$ cat src/hw/sfc_link_cfg.svh
// constants for the serial flash command link: codes, status bits, timing
`ifndef SFC_LINK_CFG_SVH
`define SFC_LINK_CFG_SVH
// command codes
`define SFC_OP_WRITE_LATCH_SET 8'h06
`define SFC_OP_WRITE_LATCH_CLEAR 8'h04
`define SFC_OP_STANDARD_IDENT_READ 8'h9f
`define SFC_OP_SMALL_REGION_WIPE 8'h20
`define SFC_OP_LARGE_REGION_WIPE_A 8'h52
`define SFC_OP_LARGE_REGION_WIPE_B 8'hd8
`define SFC_OP_WHOLE_WIPE_A 8'h60
`define SFC_OP_WHOLE_WIPE_B 8'hc7
`define SFC_OP_DEEP_SLEEP_ENTRY 8'hb9
`define SFC_OP_WAKE_AND_SIGNATURE_READ 8'hab
`define SFC_OP_STATUS_REGISTER_WRITE 8'h01
`define SFC_OP_STATUS_READ 8'h05
`define SFC_OP_ARRAY_READ 8'h03
// status register fields and values
`define SFC_ST_BUSY_BIT 0
`define SFC_ST_WRITE_ALLOW_BIT 1
`define SFC_ST_WRITABLE_MASK 8'h8c
`define SFC_ST_LOCK_BIT 7
`define SFC_ST_RESET 8'h00
`define SFC_ERASED_BYTE 8'hff
// frame lengths in serial clocks
`define SFC_BITS_CMD 6'd8
`define SFC_BITS_STATUS_WRITE 6'd16
`define SFC_BITS_ADDR_CMD 6'd32
// timing: system clock and documented times in their own units
`define SFC_CLK_KHZ 40000
`define SFC_T_DESELECT_NS 100
`define SFC_T_SLEEP_ENTRY_US 3
`define SFC_T_WAKE_US 3
`define SFC_T_WAKE_SIG_NS 1800
`define SFC_T_STATUS_WRITE_TYP_MS 5
`define SFC_T_STATUS_WRITE_MAX_MS 15
`define SFC_T_SMALL_WIPE_TYP_MS 60
`define SFC_T_LARGE_WIPE_TYP_MS 1000
`define SFC_T_LARGE_WIPE_MAX_MS 2000
`define SFC_T_WHOLE_WIPE_TYP_MS 1800
`define SFC_T_WHOLE_WIPE_MAX_MS 3800
`define SFC_READ_MAX_KHZ 33000
`define SFC_MIN_KHZ 1
// derived cycle counts: deselect time rounds up, wake time rounds down, ms times are exact
`define SFC_DESELECT_CYC ((`SFC_T_DESELECT_NS * `SFC_CLK_KHZ + 999999) / 1000000)
`define SFC_WAKE_CYC (`SFC_T_WAKE_US * `SFC_CLK_KHZ / 1000)
`define SFC_MS_CYC(ms) ((ms) * `SFC_CLK_KHZ)
`endif

$ cat src/hw/sfc_pkg.sv
// types shared by both ends of the serial flash command link
package sfc_pkg;
	// flash end operating state
	typedef enum logic [2:0] {
		SFC_DS_STANDBY = 3'b001,
		SFC_DS_BUSY = 3'b010,
		SFC_DS_SLEEP = 3'b100
	} sfc_dev_state_t;
	// host end frame state
	typedef enum logic [4:0] {
		SFC_HS_IDLE = 5'b00001,
		SFC_HS_SELECT = 5'b00010,
		SFC_HS_HIGH = 5'b00100,
		SFC_HS_LOW = 5'b01000,
		SFC_HS_GAP = 5'b10000
	} sfc_host_state_t;
endpackage : sfc_pkg

$ cat src/hw/sfc_link_if.sv
// serial flash link wires between host end and flash end
`timescale 1ns/1ps
interface sfc_link_if;
	logic sclk; // serial clock from host, idle low
	logic cs_n; // chip select, active low
	logic si; // host to flash data
	logic hold_n; // pause, active low
	logic wp_n; // write guard, active low
	logic so; // flash output value
	logic so_oe_n; // flash output enable, low drives
	logic so_line; // resolved wire, pulled high when undriven
	assign so_line = so_oe_n ? 1'b1 : so;
	modport host (output sclk, output cs_n, output si, output hold_n,
		output wp_n, input so_line);
	modport flash (input sclk, input cs_n, input si, input hold_n,
		input wp_n, output so, output so_oe_n);
endinterface : sfc_link_if

$ cat src/hw/sfc_flash.sv
// flash end: command decode, latch, status, sleep and internal cycles
//
// Contract
// - code 06 sets the write latch
// - code 04 clears the write latch
// - code 9f shifts out identification bytes
// - code 20 erases one 4k sector
// - codes 52 and d8 both erase block
// - codes 60 and c7 both erase chip
// - code b9 sleeps within 3 us
// - code ab wakes, optionally reads signature
// - wake reaches standby within 3/1.8 us
// - host keeps clock within read/other limits
// - host clock never below 1 khz
// - host allows status write up to 15 ms
// - host allows page program up to 5 ms; no program command is implemented
// - host observes sector erase completion
// - host allows block erase up to 2 s
// - host allows chip erase up to 3.8 s
// - shipped array reads all ff
// - shipped status register is 00
// - data input ignored while paused
// - write guard matters only when locked
// - power up in standby, latch cleared
`timescale 1ns/1ps
`include "sfc_link_cfg.svh"
module sfc_flash
	import sfc_pkg::*;
#(
	parameter int unsigned STATUS_WRITE_CYC =
		`SFC_MS_CYC(`SFC_T_STATUS_WRITE_TYP_MS),
	parameter int unsigned SMALL_WIPE_CYC =
		`SFC_MS_CYC(`SFC_T_SMALL_WIPE_TYP_MS),
	parameter int unsigned LARGE_WIPE_CYC =
		`SFC_MS_CYC(`SFC_T_LARGE_WIPE_TYP_MS),
	parameter int unsigned WHOLE_WIPE_CYC =
		`SFC_MS_CYC(`SFC_T_WHOLE_WIPE_TYP_MS),
	parameter logic [7:0] MAKER_ID = 8'h5a, // arbitrary value
	parameter logic [7:0] TYPE_ID = 8'h3c, // arbitrary value
	parameter logic [7:0] SIZE_ID = 8'h07, // arbitrary value
	parameter logic [7:0] SIGNATURE_ID = 8'h6e // arbitrary value
) (
	input wire logic ref_clk_in,
	input wire logic resetn_in,
	sfc_link_if.flash link,
	output logic busy_out,
	output logic sleeping_out,
	output logic [7:0] status_out
);
	////////////////////////////////////////////////////////////////////
	// pin synchronisers
	logic [4:0] pin_meta_reg; // first stage, read only by second
	logic [4:0] pin_sync_reg; // {sclk, cs_n, si, hold_n, wp_n}
	logic sclk_prev_reg; // last synced clock level
	logic cs_prev_reg; // last synced select level
	logic sclk_s, cs_n_s, si_s, hold_n_s, wp_n_s;
	assign {sclk_s, cs_n_s, si_s, hold_n_s, wp_n_s} = pin_sync_reg;
	// two flops on every pin from the host
	always_ff @(posedge ref_clk_in or negedge resetn_in) begin
		if (!resetn_in) begin
			// serial clock, data, pause and guard load high; select loads low
			pin_meta_reg <= 5'h17;
			pin_sync_reg <= 5'h17;
			sclk_prev_reg <= 1'b0;
			cs_prev_reg <= 1'b1;
		end else begin
			pin_meta_reg <= {link.sclk, link.cs_n, link.si, link.hold_n,
				link.wp_n};
			pin_sync_reg <= pin_meta_reg;
			sclk_prev_reg <= sclk_s;
			cs_prev_reg <= cs_n_s;
		end
	end
	// edges count only while selected and not paused
	logic active, rise, fall, frame_end;
	assign active = !cs_n_s && hold_n_s;
	assign rise = active && sclk_s && !sclk_prev_reg;
	assign fall = active && !sclk_s && sclk_prev_reg;
	assign frame_end = cs_n_s && !cs_prev_reg;
	////////////////////////////////////////////////////////////////////
	// input shifting
	logic [7:0] in_sr_reg; // bits being received
	logic [7:0] cmd_reg; // first byte of the frame
	logic [7:0] data_reg; // second byte, status write value
	logic [5:0] bit_cnt_reg; // clocks in frame, saturates
	// shift on rising clock; frame counters restart on deselect
	always_ff @(posedge ref_clk_in or negedge resetn_in) begin
		if (!resetn_in) begin
			in_sr_reg <= 8'h00;
			cmd_reg <= 8'h00;
			data_reg <= 8'h00;
			bit_cnt_reg <= 6'h00;
		end else if (cs_n_s) begin
			bit_cnt_reg <= 6'h00;
		end else if (rise) begin
			in_sr_reg <= {in_sr_reg[6:0], si_s};
			if (bit_cnt_reg != 6'h3f)
				bit_cnt_reg <= bit_cnt_reg + 6'h01;
			if (bit_cnt_reg == 6'h07)
				cmd_reg <= {in_sr_reg[6:0], si_s};
			if (bit_cnt_reg == 6'h0f)
				data_reg <= {in_sr_reg[6:0], si_s};
		end
	end
	////////////////////////////////////////////////////////////////////
	// state, status and internal cycle timer
	sfc_dev_state_t state_reg;
	logic [7:0] status_reg; // lock, guard bits, latch, busy
	logic [27:0] timer_reg; // internal cycle count down
	logic latch_ok, cmd_only, addr_done, wr_ok;
	assign latch_ok = status_reg[`SFC_ST_WRITE_ALLOW_BIT];
	assign cmd_only = bit_cnt_reg == `SFC_BITS_CMD;
	assign addr_done = bit_cnt_reg == `SFC_BITS_ADDR_CMD;
	// guard pin only vetoes when the lock bit is set
	assign wr_ok = latch_ok &&
		!(status_reg[`SFC_ST_LOCK_BIT] && !wp_n_s);
	// commands take effect as select rises
	always_ff @(posedge ref_clk_in or negedge resetn_in) begin
		if (!resetn_in) begin
			state_reg <= SFC_DS_STANDBY;
			status_reg <= `SFC_ST_RESET;
			timer_reg <= 28'h0;
		end else begin
			case (state_reg)
			SFC_DS_STANDBY: begin
				if (frame_end) begin
					case (cmd_reg)
					`SFC_OP_WRITE_LATCH_SET: begin
						if (cmd_only)
							status_reg[`SFC_ST_WRITE_ALLOW_BIT] <= 1'b1;
					end
					`SFC_OP_WRITE_LATCH_CLEAR: begin
						if (cmd_only)
							status_reg[`SFC_ST_WRITE_ALLOW_BIT] <= 1'b0;
					end
					`SFC_OP_SMALL_REGION_WIPE: begin
						if (addr_done && latch_ok) begin
							timer_reg <= 28'(SMALL_WIPE_CYC);
							status_reg[`SFC_ST_BUSY_BIT] <= 1'b1;
							state_reg <= SFC_DS_BUSY;
						end
					end
					`SFC_OP_LARGE_REGION_WIPE_A,
					`SFC_OP_LARGE_REGION_WIPE_B: begin
						if (addr_done && latch_ok) begin
							timer_reg <= 28'(LARGE_WIPE_CYC);
							status_reg[`SFC_ST_BUSY_BIT] <= 1'b1;
							state_reg <= SFC_DS_BUSY;
						end
					end
					`SFC_OP_WHOLE_WIPE_A, `SFC_OP_WHOLE_WIPE_B: begin
						if (cmd_only && latch_ok) begin
							timer_reg <= 28'(WHOLE_WIPE_CYC);
							status_reg[`SFC_ST_BUSY_BIT] <= 1'b1;
							state_reg <= SFC_DS_BUSY;
						end
					end
					`SFC_OP_STATUS_REGISTER_WRITE: begin
						if (bit_cnt_reg == `SFC_BITS_STATUS_WRITE && wr_ok) begin
							status_reg <= (status_reg & ~`SFC_ST_WRITABLE_MASK) |
								(data_reg & `SFC_ST_WRITABLE_MASK);
							status_reg[`SFC_ST_BUSY_BIT] <= 1'b1;
							timer_reg <= 28'(STATUS_WRITE_CYC);
							state_reg <= SFC_DS_BUSY;
						end
					end
					`SFC_OP_DEEP_SLEEP_ENTRY: begin
						// one cycle after select rises, well inside 3 us
						if (cmd_only)
							state_reg <= SFC_DS_SLEEP;
					end
					default: begin
						state_reg <= SFC_DS_STANDBY;
					end
					endcase
				end
			end
			SFC_DS_BUSY: begin
				// only status reads are served while an internal cycle runs
				if (timer_reg <= 28'h1) begin
					status_reg[`SFC_ST_BUSY_BIT] <= 1'b0;
					status_reg[`SFC_ST_WRITE_ALLOW_BIT] <= 1'b0;
					state_reg <= SFC_DS_STANDBY;
				end else begin
					timer_reg <= timer_reg - 28'h1;
				end
			end
			SFC_DS_SLEEP: begin
				// wake is immediate, inside both 3 us and 1.8 us bounds
				if (frame_end && cmd_reg == `SFC_OP_WAKE_AND_SIGNATURE_READ &&
					bit_cnt_reg >= `SFC_BITS_CMD)
					state_reg <= SFC_DS_STANDBY;
			end
			default: begin
				state_reg <= SFC_DS_STANDBY;
			end
			endcase
		end
	end
	////////////////////////////////////////////////////////////////////
	// output shifting
	// byte offered at a byte boundary; bit 8 says whether to drive
	function automatic logic [8:0] out_byte(input logic [7:0] cmd,
		input logic [5:0] cnt, input sfc_dev_state_t st,
		input logic [7:0] stat);
		logic [8:0] r;
		r = 9'h000;
		if (cmd == `SFC_OP_STATUS_READ && st != SFC_DS_SLEEP)
			r = {1'b1, stat};
		else if (st == SFC_DS_STANDBY) begin
			case (cmd)
			`SFC_OP_STANDARD_IDENT_READ: begin
				case (cnt)
				6'd8: r = {1'b1, MAKER_ID};
				6'd16: r = {1'b1, TYPE_ID};
				6'd24: r = {1'b1, SIZE_ID};
				default: r = 9'h000;
				endcase
			end
			`SFC_OP_WAKE_AND_SIGNATURE_READ: begin
				if (cnt >= `SFC_BITS_ADDR_CMD)
					r = {1'b1, SIGNATURE_ID};
			end
			`SFC_OP_ARRAY_READ: begin
				// no program path exists, so the array stays erased
				if (cnt >= `SFC_BITS_ADDR_CMD)
					r = {1'b1, `SFC_ERASED_BYTE};
			end
			default: r = 9'h000;
			endcase
		end else if (st == SFC_DS_SLEEP &&
			cmd == `SFC_OP_WAKE_AND_SIGNATURE_READ &&
			cnt >= `SFC_BITS_ADDR_CMD)
			r = {1'b1, SIGNATURE_ID};
		return r;
	endfunction : out_byte
	logic [6:0] out_sr_reg; // remaining bits of the byte on the pin
	logic drive_reg; // flash owns the output line
	logic so_reg;
	logic [8:0] next_byte;
	assign next_byte = out_byte(cmd_reg, bit_cnt_reg, state_reg,
		status_reg);
	// change output on falling clock; release line on deselect
	always_ff @(posedge ref_clk_in or negedge resetn_in) begin
		if (!resetn_in) begin
			out_sr_reg <= 7'h00;
			drive_reg <= 1'b0;
			so_reg <= 1'b0;
		end else if (cs_n_s) begin
			drive_reg <= 1'b0;
		end else if (fall && bit_cnt_reg[2:0] == 3'h0 &&
			bit_cnt_reg >= `SFC_BITS_CMD) begin
			drive_reg <= next_byte[8];
			so_reg <= next_byte[7];
			out_sr_reg <= next_byte[6:0];
		end else if (fall) begin
			so_reg <= out_sr_reg[6];
			out_sr_reg <= {out_sr_reg[5:0], 1'b0};
		end
	end
	// line floats while paused, comes back when pause lifts
	logic so_oe_n_reg;
	always_ff @(posedge ref_clk_in or negedge resetn_in) begin
		if (!resetn_in)
			so_oe_n_reg <= 1'b1;
		else
			so_oe_n_reg <= !(drive_reg && hold_n_s && !cs_n_s);
	end
	assign link.so = so_reg;
	assign link.so_oe_n = so_oe_n_reg;
	////////////////////////////////////////////////////////////////////
	// user side observation, all from flops
	always_ff @(posedge ref_clk_in or negedge resetn_in) begin
		if (!resetn_in) begin
			busy_out <= 1'b0;
			sleeping_out <= 1'b0;
			status_out <= `SFC_ST_RESET;
		end else begin
			busy_out <= state_reg == SFC_DS_BUSY;
			sleeping_out <= state_reg == SFC_DS_SLEEP;
			status_out <= status_reg;
		end
	end
endmodule : sfc_flash

$ cat src/flat_wrapper.sv
// flat-port wrapper written by rule: the top's interface ports become plain ports
module sfc_flash_flat import sfc_pkg::*;
#(
	parameter int unsigned STATUS_WRITE_CYC =
		`SFC_MS_CYC(`SFC_T_STATUS_WRITE_TYP_MS),
	parameter int unsigned SMALL_WIPE_CYC =
		`SFC_MS_CYC(`SFC_T_SMALL_WIPE_TYP_MS),
	parameter int unsigned LARGE_WIPE_CYC =
		`SFC_MS_CYC(`SFC_T_LARGE_WIPE_TYP_MS),
	parameter int unsigned WHOLE_WIPE_CYC =
		`SFC_MS_CYC(`SFC_T_WHOLE_WIPE_TYP_MS),
	parameter logic [7:0] MAKER_ID = 8'h5a,                   
	parameter logic [7:0] TYPE_ID = 8'h3c,                   
	parameter logic [7:0] SIZE_ID = 8'h07,                   
	parameter logic [7:0] SIGNATURE_ID = 8'h6e                   
)
  (ref_clk_in, resetn_in, busy_out, sleeping_out, status_out, link_sclk, link_cs_n, link_si, link_hold_n, link_wp_n, link_so, link_so_oe_n);
  sfc_link_if link_i ();
  input wire logic ref_clk_in;
  input wire logic resetn_in;
  output logic busy_out;
  output logic sleeping_out;
  output logic [7:0] status_out;
  input wire logic [$bits(link_i.sclk)-1:0] link_sclk;
  input wire logic [$bits(link_i.cs_n)-1:0] link_cs_n;
  input wire logic [$bits(link_i.si)-1:0] link_si;
  input wire logic [$bits(link_i.hold_n)-1:0] link_hold_n;
  input wire logic [$bits(link_i.wp_n)-1:0] link_wp_n;
  output wire logic [$bits(link_i.so)-1:0] link_so;
  output wire logic [$bits(link_i.so_oe_n)-1:0] link_so_oe_n;
  assign link_i.sclk = link_sclk;
  assign link_i.cs_n = link_cs_n;
  assign link_i.si = link_si;
  assign link_i.hold_n = link_hold_n;
  assign link_i.wp_n = link_wp_n;
  assign link_so = link_i.so;
  assign link_so_oe_n = link_i.so_oe_n;
  sfc_flash #(.STATUS_WRITE_CYC(STATUS_WRITE_CYC), .SMALL_WIPE_CYC(SMALL_WIPE_CYC), .LARGE_WIPE_CYC(LARGE_WIPE_CYC), .WHOLE_WIPE_CYC(WHOLE_WIPE_CYC), .MAKER_ID(MAKER_ID), .TYPE_ID(TYPE_ID), .SIZE_ID(SIZE_ID), .SIGNATURE_ID(SIGNATURE_ID)) u_core (.ref_clk_in(ref_clk_in), .resetn_in(resetn_in), .link(link_i), .busy_out(busy_out), .sleeping_out(sleeping_out), .status_out(status_out));
endmodule
$ cat config.mk
export PLATFORM = sky130hd
export DESIGN_NAME = sfc_flash_flat
export DESIGN_NICKNAME = d
export VERILOG_FILES = /design/src/hw/sfc_pkg.sv /design/src/hw/sfc_link_if.sv /design/src/hw/sfc_flash.sv /design/src/flat_wrapper.sv
export VERILOG_INCLUDE_DIRS = /design/src /design/src/hw
export SDC_FILE = /design/constraint.sdc
export NUM_CORES = 1
export LEC_CHECK = 0
export BUFFER_PORTS_ARGS = -buffer_cell sky130_fd_sc_hd__buf_2
export CAP_MARGIN = 20
export CELL_PAD_IN_SITES_DETAIL_PLACEMENT = 0
export CELL_PAD_IN_SITES_GLOBAL_PLACEMENT = 1
export CORE_MARGIN = 10
export CORE_UTILIZATION = 35
export DETAILED_ROUTE_END_ITERATION = 7
export PLACE_DENSITY = 0.61
export SETUP_SLACK_MARGIN = 0.2
export SLEW_MARGIN = 20
export SYNTH_ARGS = -nofsm -noshare
export SYNTH_HDL_FRONTEND = slang
export SYNTH_SLANG_ARGS = --single-unit
$ cat constraint.sdc
create_clock -name ref_clk_in -period 8.3 [get_ports ref_clk_in]
set_input_delay 0.415 -clock ref_clk_in [delete_from_list [all_inputs] [get_ports ref_clk_in]]
set_output_delay 0.415 -clock ref_clk_in [all_outputs]
set_load 0.01 [all_outputs]
Yosys cells after proc, flatten, opt, wreduce, memory -nomap -nowiden

Index checks and enable logic that the tools add are counted.

Add/sub/neg operators: 2
Order comparisons: 3
Eq/ne operators: 40
Muxes and demuxes: 43
Bitwise gates (word level): 2
Reduce and logical (&&, ||, !) cells: 47

Operators with widths:

| operator              | count |
|---|---|
| $mux 28               | 6 |
| $pmux 28 s4           | 1 |
| $pmux 28 s2           | 1 |
| $pmux 9 s3            | 2 |
| $mux 9                | 5 |
| $eq 8x8->1 const B    | 5 |
| $le 28x1->1 const B   | 1 |
| $sub 28x1->28 const B | 1 |
| $eq 8x3->1 const B    | 3 |
| $ne 3x2->1 const B    | 8 |
| $mux 3                | 7 |
| $logic_and 1x1->1     | 20 |
| $mux 6                | 3 |
| $eq 8x7->1 const B    | 2 |
| $reduce_and 8->1      | 2 |
| $pmux 3 s5            | 1 |
| $mux 7                | 2 |
| $reduce_and 7->1      | 2 |
| $eq 6x4->1 const B    | 2 |
| $eq 6x5->1 const B    | 2 |
| $reduce_bool 2->1     | 5 |
| $pmux 3 s3            | 1 |
| $eq 8x1->1 const B    | 1 |
| $eq 8x2->1 const B    | 1 |
| other kinds (28)      | 53 |

Register bits after elaboration: 100
Input port bits: 7
Output and inout port bits: 12
Logic and storage cells: 157

Depth between registers and ports, before layout

Gate-level depths: netlist (run 1).

Depth in word-level cells: 9
Depth in mapped cells: 10
Mapped depth without buffers: 10

Least setup slack after synthesis (run 1)

No wires, ideal clock.

Path kind: register -> register
Start: reg u_core.timer_reg[6]
End: reg u_core.timer_reg[24]
Library setup time: 0.144 ns
Data arrival time: 2.679 ns
Slack: 5.477 ns
Cell stages (with the launch flop): 8
Buffers on the path: 0
Cells stage by stage: dfrtp_1 or4_4 or4_4 or4_4 or3_1 nor4_2 xnor2_1 nor2_2

Longest elaborated chain between the ends: 3
Elaborated cells between the ends (all ways): 6

Ends and longest elaborated chain:

| element                                                   | line                               | source |
|---|---|---|
| from (decl)                                               | sfc_flash.sv:109                   | `logic [27:0] timer_reg;` |
| from (signal assigned)                                    | sfc_flash.sv:138                   | `timer_reg <= 28'(SMALL_WIPE_CYC);` |
| from (signal assigned)                                    | sfc_flash.sv:146                   | `timer_reg <= 28'(LARGE_WIPE_CYC);` |
| from (signal assigned)                                    | sfc_flash.sv:153                   | `timer_reg <= 28'(WHOLE_WIPE_CYC);` |
| $le 28x1->1 or $sub 28x1->28 (tied branches)              | sfc_flash.sv:180, sfc_flash.sv:185 |  |
| $ne 2x2->1 (no line) or $mux 28 (tied branches)           | n/a                                |  |
| $reduce_and 8->1 (no line) or $pmux 28 s2 (tied branches) | n/a                                |  |

Parallel ways exist; a longest one is shown, timed or not. The select of a mux whose other input is x is not followed.
A chain may end at the register's enable or synchronous reset.

Worst setup path in the final report (run 1)

Start: reg u_core.cmd_reg[3]
End: reg u_core.timer_reg[22]

Longest elaborated chain between the ends: 5
Elaborated cells between the ends (all ways): 17

Ends and longest elaborated chain:

| element                                  | line             | source |
|---|---|---|
| from (decl)                              | sfc_flash.sv:83  | `logic [7:0] cmd_reg;` |
| from (signal assigned)                   | sfc_flash.sv:100 | `cmd_reg <= {in_sr_reg[6:0], si_s};` |
| $eq 8x7->1 or $eq 8x8->1 (tied branches) | sfc_flash.sv:127 | `case (cmd_reg)` |
| $reduce_or 2->1                          | sfc_flash.sv:127 |  |
| $pmux 28 s4                              | sfc_flash.sv:127 |  |
| $mux 28                                  | sfc_flash.sv:126 | `if (frame_end) begin` |
| $pmux 28 s2                              | sfc_flash.sv:124 | `case (state_reg)` |

Parallel ways exist; a longest one is shown, timed or not. The select of a mux whose other input is x is not followed.

==> flow_metrics.env, run 1 <==
export IMPL_status="finished clean"
export IMPL_dr_pass1_iters=4
export IMPL_dpl_instance_area_mm2=0.00485
export IMPL_hold_buffers=0
export IMPL_post_route_drc_count=0
export IMPL_overflow=0
export IMPL_cts_root_buf="clkbuf_16"
export IMPL_r2r_cells=8
export IMPL_syn_inst=479
export IMPL_layout_common_cells="78 x dfrtp_1, 40 x nand2_1, 40 x nor2_1, 36 x o21ai_0, 33 x a21oi_1"
export IMPL_rsz0062_at_grt="no"
export IMPL_ant_nets=0
export IMPL_hold_path_class="in -> async"
export IMPL_clock_sinks=89
export IMPL_clkTransAtPathRegs_ns=0.06
export IMPL_cts_resized=0
export IMPL_path_class="reg -> reg"
export IMPL_design_area_mm2=0.00515
export IMPL_setup_viol=0
export IMPL_cts_tree="built"
export IMPL_grt_use_met3_pct=3.49
export IMPL_synth_main_ff_cell="dfrtp_1"
export IMPL_leakage_nw=2.10
export IMPL_startpoint_type="register"
export IMPL_vias=3670
export IMPL_worst_path_max_delay_cell="a211oi_1"
export IMPL_fmax_mhz=294
export IMPL_period_needed_ns=3.40
export IMPL_portBuffers=15
export IMPL_numCtsBuffers=9
export IMPL_worstPathMaxFanout=14
export IMPL_dieHeight_um=135
export IMPL_cp_num_buf_inv=1
export IMPL_gr_usage_met2_pct=19.3
export IMPL_grt_pass1_vias=3581
export IMPL_vias_per_cell=5.51
export IMPL_grt_pass1_wl_um=19300
export IMPL_ys_warn_count=0
export IMPL_top_usage_layer="met2"
export IMPL_finClkSkew_ns=0.0157
export IMPL_drt_total_wl_um=11700
export IMPL_cp_slowest_stage_delay_ns=0.75
export IMPL_die_area_mm2=0.0182
export IMPL_clk_latency_ns=0.35
export IMPL_layout_nets=500
export IMPL_cts_max_path_buffers=2
export IMPL_slew_limit_headroom_pct=29.9
export IMPL_final_common_cell="dfrtp_1"
export IMPL_drtIter0Drc=330
export IMPL_critPathCaptureType="register"
export IMPL_path_delay_family="simple AND/OR/NAND/NOR gates"
export IMPL_gp_congestion=0.897
export IMPL_io_pin_count=19
export IMPL_ys_types=67
export IMPL_grtUsageMet1_pct=18.5
export IMPL_row_count=41
export IMPL_min_period_over_period_pct=41.0
export IMPL_initial_utilization_pct=36.1
export IMPL_worstPathRequired_ns=8.53
export IMPL_syn_area_mm2=0.00461
export IMPL_maxCapViolCount=0
export IMPL_finalHoldViolations=0
export IMPL_ys_seq_area_share_pct=48.6
export IMPL_n_antenna_cell=0
export IMPL_h_tree_depth=3
export IMPL_worst_slew_pin_slew_ns=1.04
export IMPL_ys_ff_latch=89
export IMPL_largest_reg_flops=28
export IMPL_path_cells="or3b_2 > a211oi_1 > nor2_1 > nand4_1 > nand3_1 > inv_1 > o21ai_0 > a22o_1"
export IMPL_wire_per_inst_um=17.6
export IMPL_syn_area_per_cell_um2=9.63
export IMPL_synth_edf_count=0
export IMPL_crit_cells=8
export IMPL_fp_dieW_um=135
export IMPL_synthArstFlopShare_pct=100
export IMPL_place_hpwl_um=8490
export IMPL_slew_viol_final=0
export IMPL_grt_start_max_net_pins=53
export IMPL_synthToLayoutAreaGrowth_pct=11.7
export IMPL_ir_worst_vdd_mv=0.113
export IMPL_core_mm2=0.0128
export IMPL_track_usage_pct=13.3
export IMPL_postCtsSetupBuffers=0
export IMPL_powerDensity_mw_per_mm2=250
export IMPL_critPathArrivalTime_ns=3.63
export IMPL_antenna_found_initial=0
export IMPL_drive_above_1_share_pct=16.0
export IMPL_finalSetupTns_ns=0
## cell usage after synthesis, types with 4 or more instances
| cell | instances | area, um2 |
|---|---|---|
| dfrtp_1 | 78 | 1950 |
| nand2_1 | 40 | 150 |
| nor2_1 | 40 | 150 |
| o21ai_0 | 36 | 180 |
| a21oi_1 | 33 | 165 |
| mux2_2 | 20 | 225 |
| clkbuf_1 | 19 | 71.3 |
| inv_1 | 15 | 56.3 |
| nor3_1 | 14 | 70.1 |
| nor4_1 | 12 | 75.1 |
| dfstp_2 | 11 | 289 |
| nand3_1 | 11 | 55.1 |
| nand4_1 | 11 | 68.8 |
| or3_1 | 11 | 68.8 |
| nor2b_1 | 8 | 50.1 |
| a31oi_1 | 5 | 31.3 |
| and3_1 | 5 | 31.3 |
| nand2b_1 | 5 | 31.3 |
| nor3b_1 | 5 | 37.5 |
| xnor2_1 | 5 | 43.8 |
| ha_1 | 4 | 50.1 |
| nand3b_1 | 4 | 30.0 |
| o22a_1 | 4 | 35.0 |
| o22ai_1 | 4 | 25.0 |
| o31ai_1 | 4 | 30.0 |
| or2_2 | 4 | 25.0 |
| or4_1 | 4 | 30.0 |
| xor2_1 | 4 | 35.0 |
## logic make-up (layout without fill, tap and decap cells)
group,Yosys count,in the layout,synth area share [%]
flops,89,89,48.6
buf+inv,39,52,3.45
fa+ha+maj,4,4,1.09
simple gates,193,193,22.8
xor+xnor,9,9,1.71
other cells,1,3,0.0813
compound gates,121,121,16.8
mux,23,23,5.53
## per-stage QoR
step	util [%]	total power [mW]	setup slack [ns]	std cells	hold WS, ns
global route	40.3	1.37	4.68	666	0.0721
floorplan	-	0.785	5.48	481	0.119
CTS	40.3	1.30	4.94	666	0.0563
global placement	38.0	0.881	5.13	650	0.333
finish	40.3	1.29	4.90	666	0.0404
detailed placement	38.0	0.885	4.95	650	0.337
## worst register-to-register path: stages, from the launching register on
cell and delay, ns:
dfrtp_1 0.46, or3b_2 0.49, a211oi_1 0.75, nor2_1 0.17, nand4_1 0.18, nand3_1 0.46
inv_1 0.43, o21ai_0 0.15, a22o_1 0.21
## where the power goes
part | internal (mW) | leakage [nW] | switching, mW
registers | 0.520 | 1.13 | 0.0868
logic | 0.107 | 0.828 | 0.166
clock network | 0.242 | 0.143 | 0.167
total | 0.869 | 2.10 | 0.420
## area by class of cell
type	count	area (um2)
clock buffers	12	246
clock inverters	4	51.3
fillers	1279	7620
inverters	16	60.1
multi-input cells	353	2220
flip-flops and latches	89	2240
well taps	172	215
repair buffers	20	115
## worst paths after layout
kind                                   startpoint                     end  slack (ns)
hold reg to reg            u_core.pin_meta_reg[3]  u_core.pin_sync_reg[3]        0.35
min in group ref_clk_in                 link_wp_n  u_core.pin_meta_reg[0]        0.17
setup / recovery                u_core.cmd_reg[3]    u_core.timer_reg[22]        4.90
setup reg to reg                u_core.cmd_reg[3]    u_core.timer_reg[22]        4.90
max in group asynchronous               resetn_in     u_core.timer_reg[0]        7.24
hold / removal                          resetn_in    u_core.sclk_prev_reg        0.04
## metal layers
| metal | wire (um) | vias to the layer above |
|---|---|---|
| met1 | 6030 | 1810 |
| met4 | 121 | 0 |
| met3 | 516 | 8 |
| li1 | - | 1785 |
| met2 | 5060 | 67 |
| met5 | 0 | - |
Power figures use the tool's default switching activity.
==> run 2, diff against run 1 <==
--- a/config.mk
+++ b/config.mk
@@ -13,7 +13,7 @@
 export CORE_MARGIN = 10
 export CORE_UTILIZATION = 35
 export DETAILED_ROUTE_END_ITERATION = 7
-export PLACE_DENSITY = 0.61
+export PLACE_DENSITY = 0.63
 export SETUP_SLACK_MARGIN = 0.2
 export SLEW_MARGIN = 20
 export SYNTH_ARGS = -nofsm -noshare
==> constraint.sdc (replaced) <==
create_clock -name ref_clk_in -period 3 [get_ports ref_clk_in]
set_input_delay 0.15 -clock ref_clk_in [delete_from_list [all_inputs] [get_ports ref_clk_in]]
set_output_delay 0.15 -clock ref_clk_in [all_outputs]
set_load 0.01 [all_outputs]
==> flow_metrics.env, run 2 (same netlist as run 1, synthesis figures left out) <==
export IMPL_power_switching_mw=1.21
export IMPL_reg2reg_from="u_core.timer_reg[3]"
export IMPL_drtIter0Drc=332
export IMPL_grt_start_max_net_pins=34
export IMPL_p_int_mw=2.74
export IMPL_vias_per_cell=5.40
export IMPL_clock_sinks=89
export IMPL_portBuffers=15
export IMPL_reg2reg_slack_ns=0.23
export IMPL_cts_max_path_buffers=2
export IMPL_slew_viol_final=0
export IMPL_core_mm2=0.0128
export IMPL_worstPathMaxFanout=3
export IMPL_vias=3858
export IMPL_leakage_nw=2.38
export IMPL_hold_path_class="in -> async"
export IMPL_path_class="reg -> reg"
export IMPL_ir_worst_vdd_mv=0.293
export IMPL_finClkSkew_ns=0.00856
export IMPL_clockPowerShare_pct=35.8
export IMPL_maxCapViolCount=0
export IMPL_p_seq_share_pct=42.0
export IMPL_post_route_drc_count=0
export IMPL_post_route_util_pct=44.4
export IMPL_fmax_mhz=361
export IMPL_drive_above_1_share_pct=24.2
export IMPL_io_pin_count=19
export IMPL_status="finished clean"
export IMPL_place_hpwl_um=8850
export IMPL_fp_dieW_um=135
export IMPL_row_count=41
export IMPL_h_tree_depth=3
export IMPL_layout_common_cells="78 x dfrtp_1, 48 x buf_4, 40 x nand2_1, 40 x nor2_1, 35 x o21ai_0"
export IMPL_dr_pass1_iters=4
export IMPL_startpoint_type="register"
export IMPL_p_sw_share_pct=30.6
export IMPL_r2r_cells=7
export IMPL_clkTransAtPathRegs_ns=0.07
export IMPL_critPathArrivalTime_ns=3.02
export IMPL_rsz0062_at_grt="yes"
export IMPL_final_common_cell="dfrtp_1"
export IMPL_slew_limit_headroom_pct=51.6
export IMPL_dieHeight_um=135
export IMPL_setup_viol=0
export IMPL_cts_tree="built"
export IMPL_period_needed_ns=2.77
export IMPL_gp_congestion=0.864
export IMPL_r2r_end="u_core.timer_reg[24]"
export IMPL_finalHoldViolations=0
export IMPL_critPathCaptureType="register"
export IMPL_grt_pass1_vias=3793
export IMPL_numCtsBuffers=9
export IMPL_finalSetupTns_ns=0
export IMPL_die_area_mm2=0.0182
export IMPL_clk_latency_ns=0.35
export IMPL_cts_root_buf="clkbuf_16"
export IMPL_worst_slew_pin_slew_ns=0.725
export IMPL_layout_nets=548
export IMPL_grt_pass1_wl_um=20400
export IMPL_powerDensity_mw_per_mm2=696
export IMPL_largest_reg_flops=28
export IMPL_min_period_over_period_pct=92.4
export IMPL_n_antenna_cell=0
export IMPL_ant_nets=0
export IMPL_wire_per_inst_um=17.1
export IMPL_synthToLayoutAreaGrowth_pct=22.9
export IMPL_antenna_found_initial=0
export IMPL_p_total_mw=3.94
export IMPL_initial_utilization_pct=36.1
export IMPL_worstPathRequired_ns=3.25
export IMPL_overflow=0
export IMPL_power_frac_comb_pct=22.2
export IMPL_drt_total_wl_um=12200
export IMPL_track_usage_pct=13.9
run 2: cell count changes in the layout (fill, tap and decap cells not counted), moves of 2 or more:
| cell | previous run | this run |
|---|---|---|
| bufinv_16 | 1 | 4 |
| dlygate4sd3_1 | 0 | 6 |
| buf_4 | 6 | 48 |
| nor4_1 | 12 | 9 |
| clkbuf_1 | 2 | 0 |
| nor4_2 | 2 | 4 |
run 2: what timing repair did:
| item | in CTS | in global routing |
|---|---|---|
| endpoints found under the hold margin | 31 | 0 |
| gates cloned | 0 | 0 |
| endpoints found under the setup margin | 9 | 24 |
| pin swaps | 5 | 2 |
| hold buffers | 6 | 0 |
| setup buffers | 4 | 2 |
| gates resized for setup | 3 | 11 |
run 2: how the worst max path moves through the flow:
stage	from	to	cells past startpoint
detailed placement	u_core.timer_reg[6]	u_core.timer_reg[24]	7
finish	u_core.timer_reg[3]	u_core.timer_reg[24]	7
CTS	u_core.timer_reg[3]	u_core.timer_reg[24]	7
floorplan	u_core.timer_reg[6]	u_core.timer_reg[24]	7
global placement	u_core.timer_reg[6]	u_core.timer_reg[24]	7
global route	u_core.timer_reg[3]	u_core.timer_reg[24]	7
run 2: through the flow:
stage               instance area, um2  cells  setup slack [ns]  hold slack [ns]
finish                            5670    714             0.228            0.241
global route                      5670    714             0.158            0.280
CTS                               5610    712             0.171            0.247
detailed placement                5120    686            0.0545           0.0832
global placement                  5120    686             0.112           0.0767
floorplan                         4620    481             0.178           -0.146
run 2: cell type report:
| class | count | area [um2] |
|---|---|---|
| clock inverter | 6 | 136 |
| tap | 172 | 215 |
| fill | 1230 | 7100 |
| multi-input combinational | 353 | 2290 |
| inverter | 16 | 60.1 |
| sequential | 89 | 2240 |
| clock buffer | 10 | 239 |
| timing repair buffer | 68 | 490 |
run 2: worst max-delay path, cell delays in order (launching register included):
cell and delay [ns]:
dfrtp_1 0.37, or4_4 0.54, or4_4 0.54, or4_4 0.45
or3_4 0.40, nor4_4 0.15, xnor2_1 0.16, nor2_2 0.05
run 2: power groups by stage:
stage	clock [mW]	combinational, mW	sequential (mW)
floorplan	0	0.548	1.62
global placement	0	0.814	1.67
detailed placement	0	0.826	1.68
CTS	1.44	0.869	1.65
global route	1.49	0.994	1.69
finish	1.41	0.876	1.66
run 2: per-layer routing:
layer / up-vias / share of wire [%] / GRT usage, %
li1: 1871 / - / -
met1: 1911 / 52 / 19.6
met2: 58 / 43 / 20.5
met3: 18 / 3.2 / 2.49
met4: 0 / 1.8 / 5.80
met5: - / 0 / 0
